--- src/include/ebc_map.vh ---
// Register offsets, field positions and reset values of the bus configuration
`ifndef EBC_MAP_VH
`define EBC_MAP_VH
`define EBC_OFF_CFG0      16'hff0c
`define EBC_OFF_CFG1      16'hff14
`define EBC_OFF_CFG2      16'hff16
`define EBC_OFF_CFG3      16'hff18
`define EBC_OFF_CFG4      16'hff1a
`define EBC_OFF_RSTLATCH  16'hf108
`define EBC_OFF_WIN1      16'hfe18
`define EBC_OFF_WIN2      16'hfe1a
`define EBC_OFF_WIN3      16'hfe1c
`define EBC_OFF_WIN4      16'hfe1e
`define EBC_BIT_WRSEL     15
`define EBC_BIT_RDSEL     14
`define EBC_BIT_RDYPOL    13
`define EBC_BIT_RDYEN     12
`define EBC_BIT_BUSEN     10
`define EBC_BIT_ALELONG   9
`define EBC_BUS_TYPE_HI       7
`define EBC_BUS_TYPE_LO       6
`define EBC_BIT_TRIWAIT   5
`define EBC_BIT_RWDELAY   4
`define EBC_WAIT_HI       3
`define EBC_WAIT_LO       0
`define EBC_CFG_WMASK     16'hf6ff
`define EBC_CFG_RESET     16'h0000
`define EBC_CFG0_EXT_SET  16'h0600
`define EBC_RST_DEFAULT   8'hff
`define EBC_WAIT_MAX      4'hf
`endif

--- src/verilog/ebc_config.v ---
// External bus configuration registers, reset latch and cycle timing
`timescale 1ns/1ps
`include "ebc_map.vh"

// Overview of operation
// RULE1: Bit 15 set gates chip select with the write strobe.
// RULE2: Bit 14 set gates chip select with the read strobe.
// RULE3: Bit 13 picks ready level; external device drives it to end cycle.
// RULE4: Bit 12 picks ready-ended cycle over programmed wait states.
// RULE5: Bit 10 enables the external bus for that window.
// RULE6: Bit 9 lengthens the address latch pulse.
// RULE7: Bus type field picks 8/16 bit, muxed or demuxed.
// RULE8: Register 0 bus type loads from port 0 bits 6-7 at reset end.
// RULE9: External access pin high gives zero; low sets enable and lengthen.
// RULE10: Bit 5 clear inserts one tristate wait state.
// RULE11: Bit 4 clear delays strobes one half clock after latch falls.
// RULE12: Wait states equal fifteen minus the four-bit cycle field.
// RULE13: Reset latch register is read-only, captured each reset.
// RULE14: Clock select bits captured only on long reset; default FFh. No default is loaded here; bits 7:5 stay unset until the first long reset.
// RULE15: Clock select field gives the CPU clock multiple.
// RULE16: Segment field picks four, none, eight or two address lines.
// RULE17: Chip-select field picks three, two, none or five lines.
// RULE18: Write-mode bit zero makes write pins byte strobes.
// RULE19: Write-mode inverse always mirrors the inverted write-mode bit.
// RULE20: An access uses the config paired with its matching window.
// RULE21: An access matching no enabled window uses config 0.
module ebc_config #(
	parameter WIN_BITS = 8
) (
	input  wire        core_clk,
	input  wire        reset,
	input  wire        clk_en,
	input  wire        long_reset,
	input  wire        external_access_pin,
	input  wire [7:0]  port0_cfg,
	input  wire        reg_wr,
	input  wire        reg_rd,
	input  wire [15:0] reg_addr,
	input  wire [15:0] reg_wdata,
	output reg  [15:0] reg_rdata,
	input  wire        acc_req,
	input  wire        acc_write,
	input  wire [23:0] acc_addr,
	input  wire        ready_in,
	output reg         acc_done,
	output reg         acc_external,
	output reg  [2:0]  acc_sel,
	output reg  [1:0]  bus_type,
	output reg         latch_pulse_lengthen,
	output reg         strobe_delay,
	output reg         chip_select_n,
	output reg         strobe_n,
	output wire        write_mode_inverse,
	output wire [2:0]  clock_multiplier_sel,
	output wire [1:0]  segment_line_sel,
	output wire [1:0]  select_line_count
);

	// Bus cycle sequencer states
	localparam ST_IDLE = 2'd0;
	localparam ST_TRI  = 2'd1;
	localparam ST_WAIT = 2'd2;
	localparam ST_DONE = 2'd3;

	reg [15:0] cfg_reg [0:4];
	reg [15:0] win_reg [1:4];
	reg [7:0]  rst_latch_reg;
	reg        in_reset_reg;
	reg [1:0]  state_reg;
	reg [3:0]  wait_reg;
	reg [15:0] act_cfg_reg;
	reg        ready_ok;
	reg [2:0]  hit;
	integer    i;
	// Decode of the pending request and of the register bus
	reg        cs_qual_reg;
	wire [4:1] win_match;
	wire [15:0] req_cfg;
	wire       req_bus_on;
	wire       req_ale_long;
	wire       req_delayed;
	wire       req_qual;
	wire [1:0] req_type;
	wire [3:0] req_wait;
	wire       cycle_end;
	wire [2:0] bus_cfg_idx;
	wire [2:0] bus_win_idx;
	wire       bus_cfg_hit;
	wire       bus_win_hit;
	wire       bus_latch_hit;
	genvar     g;

	// Map register offsets to config slot, 7 when none
	function [2:0] cfg_index;
		input [15:0] a;
		begin
			case (a)
				`EBC_OFF_CFG0: cfg_index = 3'd0;
				`EBC_OFF_CFG1: cfg_index = 3'd1;
				`EBC_OFF_CFG2: cfg_index = 3'd2;
				`EBC_OFF_CFG3: cfg_index = 3'd3;
				`EBC_OFF_CFG4: cfg_index = 3'd4;
				default:       cfg_index = 3'd7;
			endcase
		end
	endfunction

	// Map window register offsets to window slot, 0 when none
	function [2:0] win_index;
		input [15:0] a;
		begin
			case (a)
				`EBC_OFF_WIN1: win_index = 3'd1;
				`EBC_OFF_WIN2: win_index = 3'd2;
				`EBC_OFF_WIN3: win_index = 3'd3;
				`EBC_OFF_WIN4: win_index = 3'd4;
				default:       win_index = 3'd0;
			endcase
		end
	endfunction

	// Register bus decode shared by the write and read paths
	assign bus_cfg_idx   = cfg_index(reg_addr);
	assign bus_win_idx   = win_index(reg_addr);
	assign bus_cfg_hit   = (bus_cfg_idx != 3'd7);
	assign bus_win_hit   = (bus_win_idx != 3'd0);
	assign bus_latch_hit = (reg_addr == `EBC_OFF_RSTLATCH);

	// Reset latch fields decoded for the rest of the chip
	// Only the clock bits depend on the kind of reset
	assign clock_multiplier_sel = rst_latch_reg[7:5];  // RULE15
	assign segment_line_sel     = rst_latch_reg[4:3];  // RULE16
	assign select_line_count    = rst_latch_reg[2:1];  // RULE17
	assign write_mode_inverse   = ~rst_latch_reg[0];   // RULE18 RULE19

	// Register writes and reset-time capture
	// Writes in the cycle that loads register 0 are dropped
	always @(posedge core_clk) begin
		if (reset) begin
			in_reset_reg <= 1'b1;
			for (i = 1; i <= 4; i = i + 1) begin
				cfg_reg[i] <= `EBC_CFG_RESET;
				win_reg[i] <= 16'h0000;
			end
			cfg_reg[0] <= `EBC_CFG_RESET;
			if (clk_en) begin
				// Latch captured during every reset; clock bits on long only
				rst_latch_reg[4:0] <= port0_cfg[4:0];  // RULE13
				if (long_reset)
					rst_latch_reg[7:5] <= port0_cfg[7:5];  // RULE14
			end
		end else if (clk_en) begin
			in_reset_reg <= 1'b0;
			if (in_reset_reg) begin
				// End of reset: register 0 from pin and port
				if (external_access_pin)
					cfg_reg[0] <= `EBC_CFG_RESET;  // RULE9
				else
					cfg_reg[0] <= `EBC_CFG0_EXT_SET |
						{8'h00, port0_cfg[7:6], 6'h00};  // RULE8 RULE9
			end else if (reg_wr) begin
				if (bus_cfg_hit)
					cfg_reg[bus_cfg_idx] <=
						reg_wdata & `EBC_CFG_WMASK;  // RULE7
				if (bus_win_hit)
					win_reg[bus_win_idx] <= reg_wdata;  // RULE20
			end
		end
	end

	// Read mux; latch register is read-only
	always @(posedge core_clk) begin
		if (reset)
			reg_rdata <= 16'h0000;
		else if (clk_en && reg_rd) begin
			if (bus_cfg_hit)
				reg_rdata <= cfg_reg[bus_cfg_idx];
			else if (bus_win_hit)
				reg_rdata <= win_reg[bus_win_idx];
			else if (bus_latch_hit)
				reg_rdata <= {8'h00, rst_latch_reg};  // RULE13
			else
				reg_rdata <= 16'h0000;
		end
	end

	// Per-window match: bus enabled and upper address byte equal to base
	// A window whose bus is off never claims an access, whatever its base
	generate
		for (g = 1; g <= 4; g = g + 1) begin : g_win
			assign win_match[g] = cfg_reg[g][`EBC_BIT_BUSEN] &&
				(acc_addr[23 -: WIN_BITS] ==
				 win_reg[g][WIN_BITS-1:0]);  // RULE5 RULE20
		end
	endgenerate

	// Lowest-numbered matching window wins; no match falls back to 0
	always @* begin
		hit = 3'd0;  // RULE21
		if (win_match[4])
			hit = 3'd4;  // RULE20
		if (win_match[3])
			hit = 3'd3;  // RULE20
		if (win_match[2])
			hit = 3'd2;  // RULE20
		if (win_match[1])
			hit = 3'd1;  // RULE20
	end

	// Configuration and fields seen by the pending request
	assign req_cfg      = cfg_reg[hit];  // RULE20
	assign req_bus_on   = req_cfg[`EBC_BIT_BUSEN];  // RULE5
	assign req_ale_long = req_cfg[`EBC_BIT_ALELONG];  // RULE6
	assign req_delayed  = ~req_cfg[`EBC_BIT_RWDELAY];  // RULE11
	assign req_type     = req_cfg[`EBC_BUS_TYPE_HI:`EBC_BUS_TYPE_LO];  // RULE7
	assign req_wait     = `EBC_WAIT_MAX -
		req_cfg[`EBC_WAIT_HI:`EBC_WAIT_LO];  // RULE12

	// Select qualified by the strobe of this access direction only
	assign req_qual = acc_write ? req_cfg[`EBC_BIT_WRSEL] :
		req_cfg[`EBC_BIT_RDSEL];  // RULE1 RULE2

	// Bus cycle ends on ready or on the programmed wait count
	// With ready enabled a silent device holds the bus; no timeout
	assign cycle_end = act_cfg_reg[`EBC_BIT_RDYEN] ? ready_ok :
		(wait_reg == 4'h0);  // RULE4

	// Ready level test per selected polarity
	// Polarity comes from the snapshot, not the live register
	always @* begin
		ready_ok = (ready_in == act_cfg_reg[`EBC_BIT_RDYPOL]);  // RULE3
	end

	// Bus cycle sequencer
	// Timing is snapshotted at the request, so a register write
	// during a cycle in flight only affects the next access
	always @(posedge core_clk) begin
		if (reset) begin
			state_reg            <= ST_IDLE;
			wait_reg             <= 4'h0;
			act_cfg_reg          <= 16'h0000;
			acc_done             <= 1'b0;
			acc_external         <= 1'b0;
			acc_sel              <= 3'd0;
			bus_type             <= 2'b00;
			latch_pulse_lengthen <= 1'b0;
			strobe_delay         <= 1'b0;
			chip_select_n        <= 1'b1;
			strobe_n             <= 1'b1;
			cs_qual_reg          <= 1'b0;
		end else if (clk_en) begin
			acc_done <= 1'b0;
			case (state_reg)
				ST_IDLE: begin
					strobe_n      <= 1'b1;
					chip_select_n <= 1'b1;
					if (acc_req) begin
						// Requests outside idle are dropped, not queued
						// Snapshot the matched configuration
						act_cfg_reg  <= req_cfg;  // RULE20
						acc_sel      <= hit;  // RULE21
						acc_external <= req_bus_on;  // RULE5
						bus_type     <= req_type;  // RULE7
						latch_pulse_lengthen <= req_ale_long;  // RULE6
						strobe_delay <= req_delayed;  // RULE11
						wait_reg     <= req_wait;  // RULE12
						cs_qual_reg  <= req_qual;  // RULE1 RULE2
						if (!req_bus_on) begin
							// Disabled bus: no strobe, finish at once
							acc_done  <= 1'b1;  // RULE5
							state_reg <= ST_IDLE;
						end else begin
							// Select goes active together with the strobe
							strobe_n      <= 1'b0;
							chip_select_n <= 1'b0;  // RULE1 RULE2
							state_reg     <= ST_WAIT;
						end
					end
				end
				ST_WAIT: begin
					// Strobe held until the cycle ends
					if (cycle_end) begin  // RULE3 RULE4
						strobe_n <= 1'b1;
						// Qualified select drops with its strobe
						if (cs_qual_reg)
							chip_select_n <= 1'b1;  // RULE1 RULE2
						state_reg <= act_cfg_reg[`EBC_BIT_TRIWAIT] ?
							ST_DONE : ST_TRI;  // RULE10
					end else if (wait_reg != 4'h0)
						wait_reg <= wait_reg - 4'h1;  // RULE12
				end
				ST_TRI: begin
					// Extra cycle for the bus to float back
					state_reg <= ST_DONE;  // RULE10
				end
				ST_DONE: begin
					// Pulse done; an unqualified select ends here
					chip_select_n <= 1'b1;
					acc_done      <= 1'b1;
					state_reg     <= ST_IDLE;
				end
				default: state_reg <= ST_IDLE;
			endcase
		end
	end

endmodule

--- config.mk ---
export PLATFORM = sky130hd
export DESIGN_NAME = ebc_config
export DESIGN_NICKNAME = d
export VERILOG_FILES = /design/src/verilog/ebc_config.v
export VERILOG_INCLUDE_DIRS = /design/src /design/src/include
export SDC_FILE = /design/constraint.sdc
export NUM_CORES = 1
export LEC_CHECK = 0
export BUFFER_PORTS_ARGS = -buffer_cell sky130_fd_sc_hd__buf_2
export CAP_MARGIN = 20
export CORE_MARGIN = 2
export CORE_UTILIZATION = 50
export DETAILED_ROUTE_END_ITERATION = 8
export PLACE_DENSITY = 0.69
export SYNTH_ARGS = -nofsm -noshare
export SYNTH_HDL_FRONTEND = slang
export SYNTH_SLANG_ARGS = --single-unit
export TNS_END_PERCENT = 50
--- constraint.sdc ---
create_clock -name core_clk -period 3.47 [get_ports core_clk]
set_input_delay 0.1735 -clock core_clk [delete_from_list [all_inputs] [get_ports core_clk]]
set_output_delay 0.1735 -clock core_clk [all_outputs]
set_load 0.005 [all_outputs]
* After elaboration in Yosys (flattened, before gate mapping)
Memory sizes are Yosys's and may differ from the RTL's. Index checks and enable logic that the tools add are counted.
Storage, ports and cells: bits in writable memories 134, output and inout bits 35, register bits 57, input bits 74, memories 2, logic and storage cells 129
Operators by class: add/subtract/negate cells 2, eq/ne operators 24, reductions and logical operators 20, bitwise gates (word level) 4, multiplexer cells 61
Memories:
- cfg_reg | depth 5, bits a word 14, rd ports 6, clocked after Yosys merged registers in 0, wr ports 5, line ebc_config.v:65 | reg [15:0] cfg_reg [0:4];
- win_reg | depth 4, bits a word 16, rd ports 5, clocked after Yosys merged registers in 0, wr ports 4, line ebc_config.v:66 | reg [15:0] win_reg [1:4];
Operators by type and width (count):
- 16-bit equality test (second input constant) | 10
- 16-bit two-way mux | 3
- 14-bit two-way mux | 3
- 1-bit two-way mux | 34
- 8-bit equality test | 4
- 3-bit two-way mux | 6
- 16-bit OR reduction | 1
- 3-bit case mux with 5 select lines | 1
- 14-bit OR reduction | 1
- 4-bit two-way mux | 3
- 3-bit case mux with 4 select lines | 1
- 3-bit AND reduction | 4
- 2-bit inequality test (second input constant) | 5
- 2-bit two-way mux | 4
- 8-bit two-way mux | 1
- 2-bit case mux with 4 select lines | 1
- 4-bit case mux with 2 select lines | 1
- 3-bit nonzero test | 2
- 1-bit logical AND | 5
- 5-bit AND reduction | 1
- 2-bit equality test (second input constant) | 2
- 4-bit zero test | 1
- 1-bit case mux with 2 select lines | 2
- 4-bit AND reduction | 1
- 12 further kinds | 14

* Longest topological paths before layout
depth after elaboration 11, gate-level depth with buffers 10, gate-level depth less buffers 8

* Worst setup path after synthesis
OpenSTA, ideal clock, no wires.
path type in2reg, start point input reg_addr[14], end point memory win_reg[4][0], enable pin, data required time 3059 ps, slack 813 ps, data arrival time 2246 ps, stages 6, library setup time 411 ps, path buffers 2, cells stage by stage and4_1 buf_2 nand3_2 or2_1 buf_6 o21ai_0
RTL lines:
- from (decl) | line ebc_config.v:38 | input wire [15:0] reg_addr,
- to (decl) | line ebc_config.v:66

==> run summary <==
=================================================================================
Result of the run ..................................................    completed
Clock network fraction of total power ..............................        39.7%
Routed WL per cell .................................................     23.01 um
Max Cap Violations .................................................            0
Leakage ............................................................     4.254 nW
1st-iter DRT viols .................................................          850
Least setup slack across all paths after layout ....................    0.6971 ns
Relative slew slack ................................................       32.26%
Overall global routing resource usage ..............................       28.42%
Asr flop ratio synth ...............................................           0%
Sink Count .........................................................          188
Detailed Place HPWL ................................................     21510 um
Count of standard-cell rows ........................................           51
Placer's final routability congestion estimate .....................       0.9429
Die area ........................................................... 0.02101 mm^2
Power spent charging and discharging nets ..........................   0.001190 W
Reg power frac .....................................................        52.4%
Count of antenna-violating nets left after detailed routing ........            0
Number of port buffers .............................................           92
Final Total Pwr ....................................................   0.004909 W
Max Slew Vio Count .................................................            0
Setup violators final ..............................................            0
Count of distinct cell types in the synthesized netlist ............           71
Startpoint class of the critical path ..............................         flop
Relative area change from synthesis to final layout ................       14.17%
Cts bufs inserted ..................................................           17
Number of top-level pins ...........................................          109
Residual overflow from global routing ..............................            0
Setup slack of the worst register-to-register path .................      0.70 ns
TritonCTS clock tree ...............................................          yes
CP required ........................................................      3.78 ns
Start-to-end type of the worst setup path ..........................      reg2reg
Number of warnings printed during yosys synthesis ..................            0
Tcrit/Tclk final ...................................................       79.91%
Count of vias placed by the detailed router ........................         8006
Routed WL ..........................................................     29800 um
Max rail drop VDD ..................................................  0.0003228 V
Number of optimization iterations in the first detailed-route pass .            6
Top post-synthesis cells by area ................................... edfxtp_1 45%, and2_1 8.6%, dfxtp_1 7.7%
Part of the power in combinational logic ...........................         7.9%
Worst Path Arrival .................................................      3.08 ns
Largest fanout on the critical path ................................            7
Class of the most critical hold timing path ........................       in2reg
Effective utilization at floorplan .................................       51.03%
Final critical path time including I/O delays and setup ............     2.773 ns
Later-pin clock latency in the skew report .........................      0.45 ns
Place WS ...........................................................    0.4562 ns
Final Skew .........................................................   0.01468 ns
Chip width .........................................................     144.9 um
Critical Path Max Stage Delay ......................................      0.62 ns
Unrepaired setup endpoints after global routing ....................           no
Post-layout net count ..............................................         1097
Final routed DRC violation total ...................................            0
Highest achievable clock rate ......................................    360.6 MHz
Seq cells post-synth ...............................................          188
Share of the synthesized area in the top cell type .................       45.35%
Bufs on Longest Clock Path .........................................            2
Critical-path cell list ............................................ xnor2_1 -> nand3_1 -> nor3_2 -> buf_4 -> mux2i_1 -> nand2_1 -> o211ai_1 -> a311oi_1
Vias in the first global route .....................................         7647
Htree depth ........................................................            4
Core Box Area ...................................................... 0.01946 mm^2
Final setup TNS ....................................................         0 ns
Number of enable flip-flop cells after synthesis ...................          150
Final Hold Viols ...................................................            0
Highest-count cells in the layout ignoring fill and taps ........... 150 x edfxtp_1, 137 x and2_1, 92 x buf_2, 58 x nand2_1, 42 x a21oi_1
Largest delay share family, worst path ............................. simple AND/OR/NAND/NOR gates
Endpoint class of the critical path ................................         flop
Bufs and invs on worst path ........................................            1
Average footprint of a synthesized cell ............................   10.80 um^2
Share of synthesized area occupied by flip-flops and latches .......       53.01%
Maximum number of pins on one net before global-route repair .......           30
Root Driver ........................................................    clkbuf_16
Cell internal pwr ..................................................   0.003719 W
Layout cells sized above 1 .........................................       18.46%
Sw Ratio ...........................................................       24.24%
Syn Inst Count .....................................................          920
Clock slew seen by the registers of the worst setup and hold paths .      0.07 ns
Slowest-stage cell, CP .............................................       nor3_2
Final cell area excluding filler cells ............................. 0.01134 mm^2
Worst slew pin tran ................................................     1.012 ns
Instance area after placement ...................................... 0.01067 mm^2
Postcts setup bufs .................................................            0
Mean number of vias per cell .......................................        6.182
Antenna violations before repair ...................................            1
Post-synth top area cell ...........................................     edfxtp_1
Most common library cell in the layout ignoring fill and taps ......     edfxtp_1
Max FFs per register ...............................................           72
Syn Std Cell Area .................................................. 0.009932 mm^2
First-pass GRT wire length .........................................     44950 um
Die outline height .................................................     144.9 um
Power per standard cell area ....................................... 432.9 mW/mm^2
Leading register cell type out of synthesis ........................     edfxtp_1
=================================================================================
## stage by stage
stage | hold slack (ns) | std cells | util [%]
after global placement | 0.3508 | 1252 | 54.81
after detailed placement | 0.3516 | 1252 | 54.81
final | 0.04410 | 1295 | 58.26
after CTS | 0.04660 | 1293 | 58.21
after floorplan | 0.2724 | 927 | -
after global routing | 0.05187 | 1294 | 58.25
## cell families after synthesis
| kind of cell | share of synthesized area (%) |
|---|---|
| simple gates | 20.91 |
| other cells | 0.03776 |
| compound gates | 16.73 |
| mux | 1.209 |
| fa+ha+maj | 0.8818 |
| xor+xnor | 3.086 |
| flops | 53.01 |
| buf+inv | 4.132 |
## final cells by class
cell class	count	area (um^2)
diodes	1	2.502
clock buffers	19	432.9
clock inverters	13	140.1
fillers	1671	8123
inverters	21	78.83
multi-input cells	653	4283
flip-flops and latches	188	5265
well taps	265	331.6
repair buffers	135	805.8
## layer usage
metal	GRT usage [%]	routed length (um)	share of wire [%]
met5	0	0	0
met4	10.20	873	2.9
met2	44.12	13580	46
met1	39.58	12350	41
met3	5.975	3002	10
## final timing paths
check                start               to  cells past startpoint
max          win_reg[3][2]  act_cfg_reg[12]                      8
min           reg_wdata[8]    win_reg[1][8]                      2
max reg2reg  win_reg[3][2]  act_cfg_reg[12]                      8
min reg2reg     acc_sel[2]       acc_sel[2]                      2
## synth_stat cells, types with 20 or more instances
cell type,instances
nand2_1,58
nor2_1,38
clkbuf_1,32
edfxtp_1,150
nand3_1,20
inv_1,21
o21ai_0,39
dfxtp_1,38
and2_1,137
a21oi_1,42
xnor2_1,25
a22o_1,25
## power groups by stage
stage                     logic, W  registers [W]  clock network (W)
final                     0.000389        0.00257            0.00195
after global routing      0.000419        0.00258            0.00206
after CTS                 0.000382        0.00257            0.00196
after detailed placement  0.000372        0.00262                  0
after global placement    0.000369        0.00261                  0
after floorplan           0.000214        0.00260                  0
## what timing repair did
action	in CTS	in global routing
hold buffers	9	0
gates resized for setup	0	0
hold endpoints to repair	9	0
Note: power is estimated with default switching activity, not from simulation.
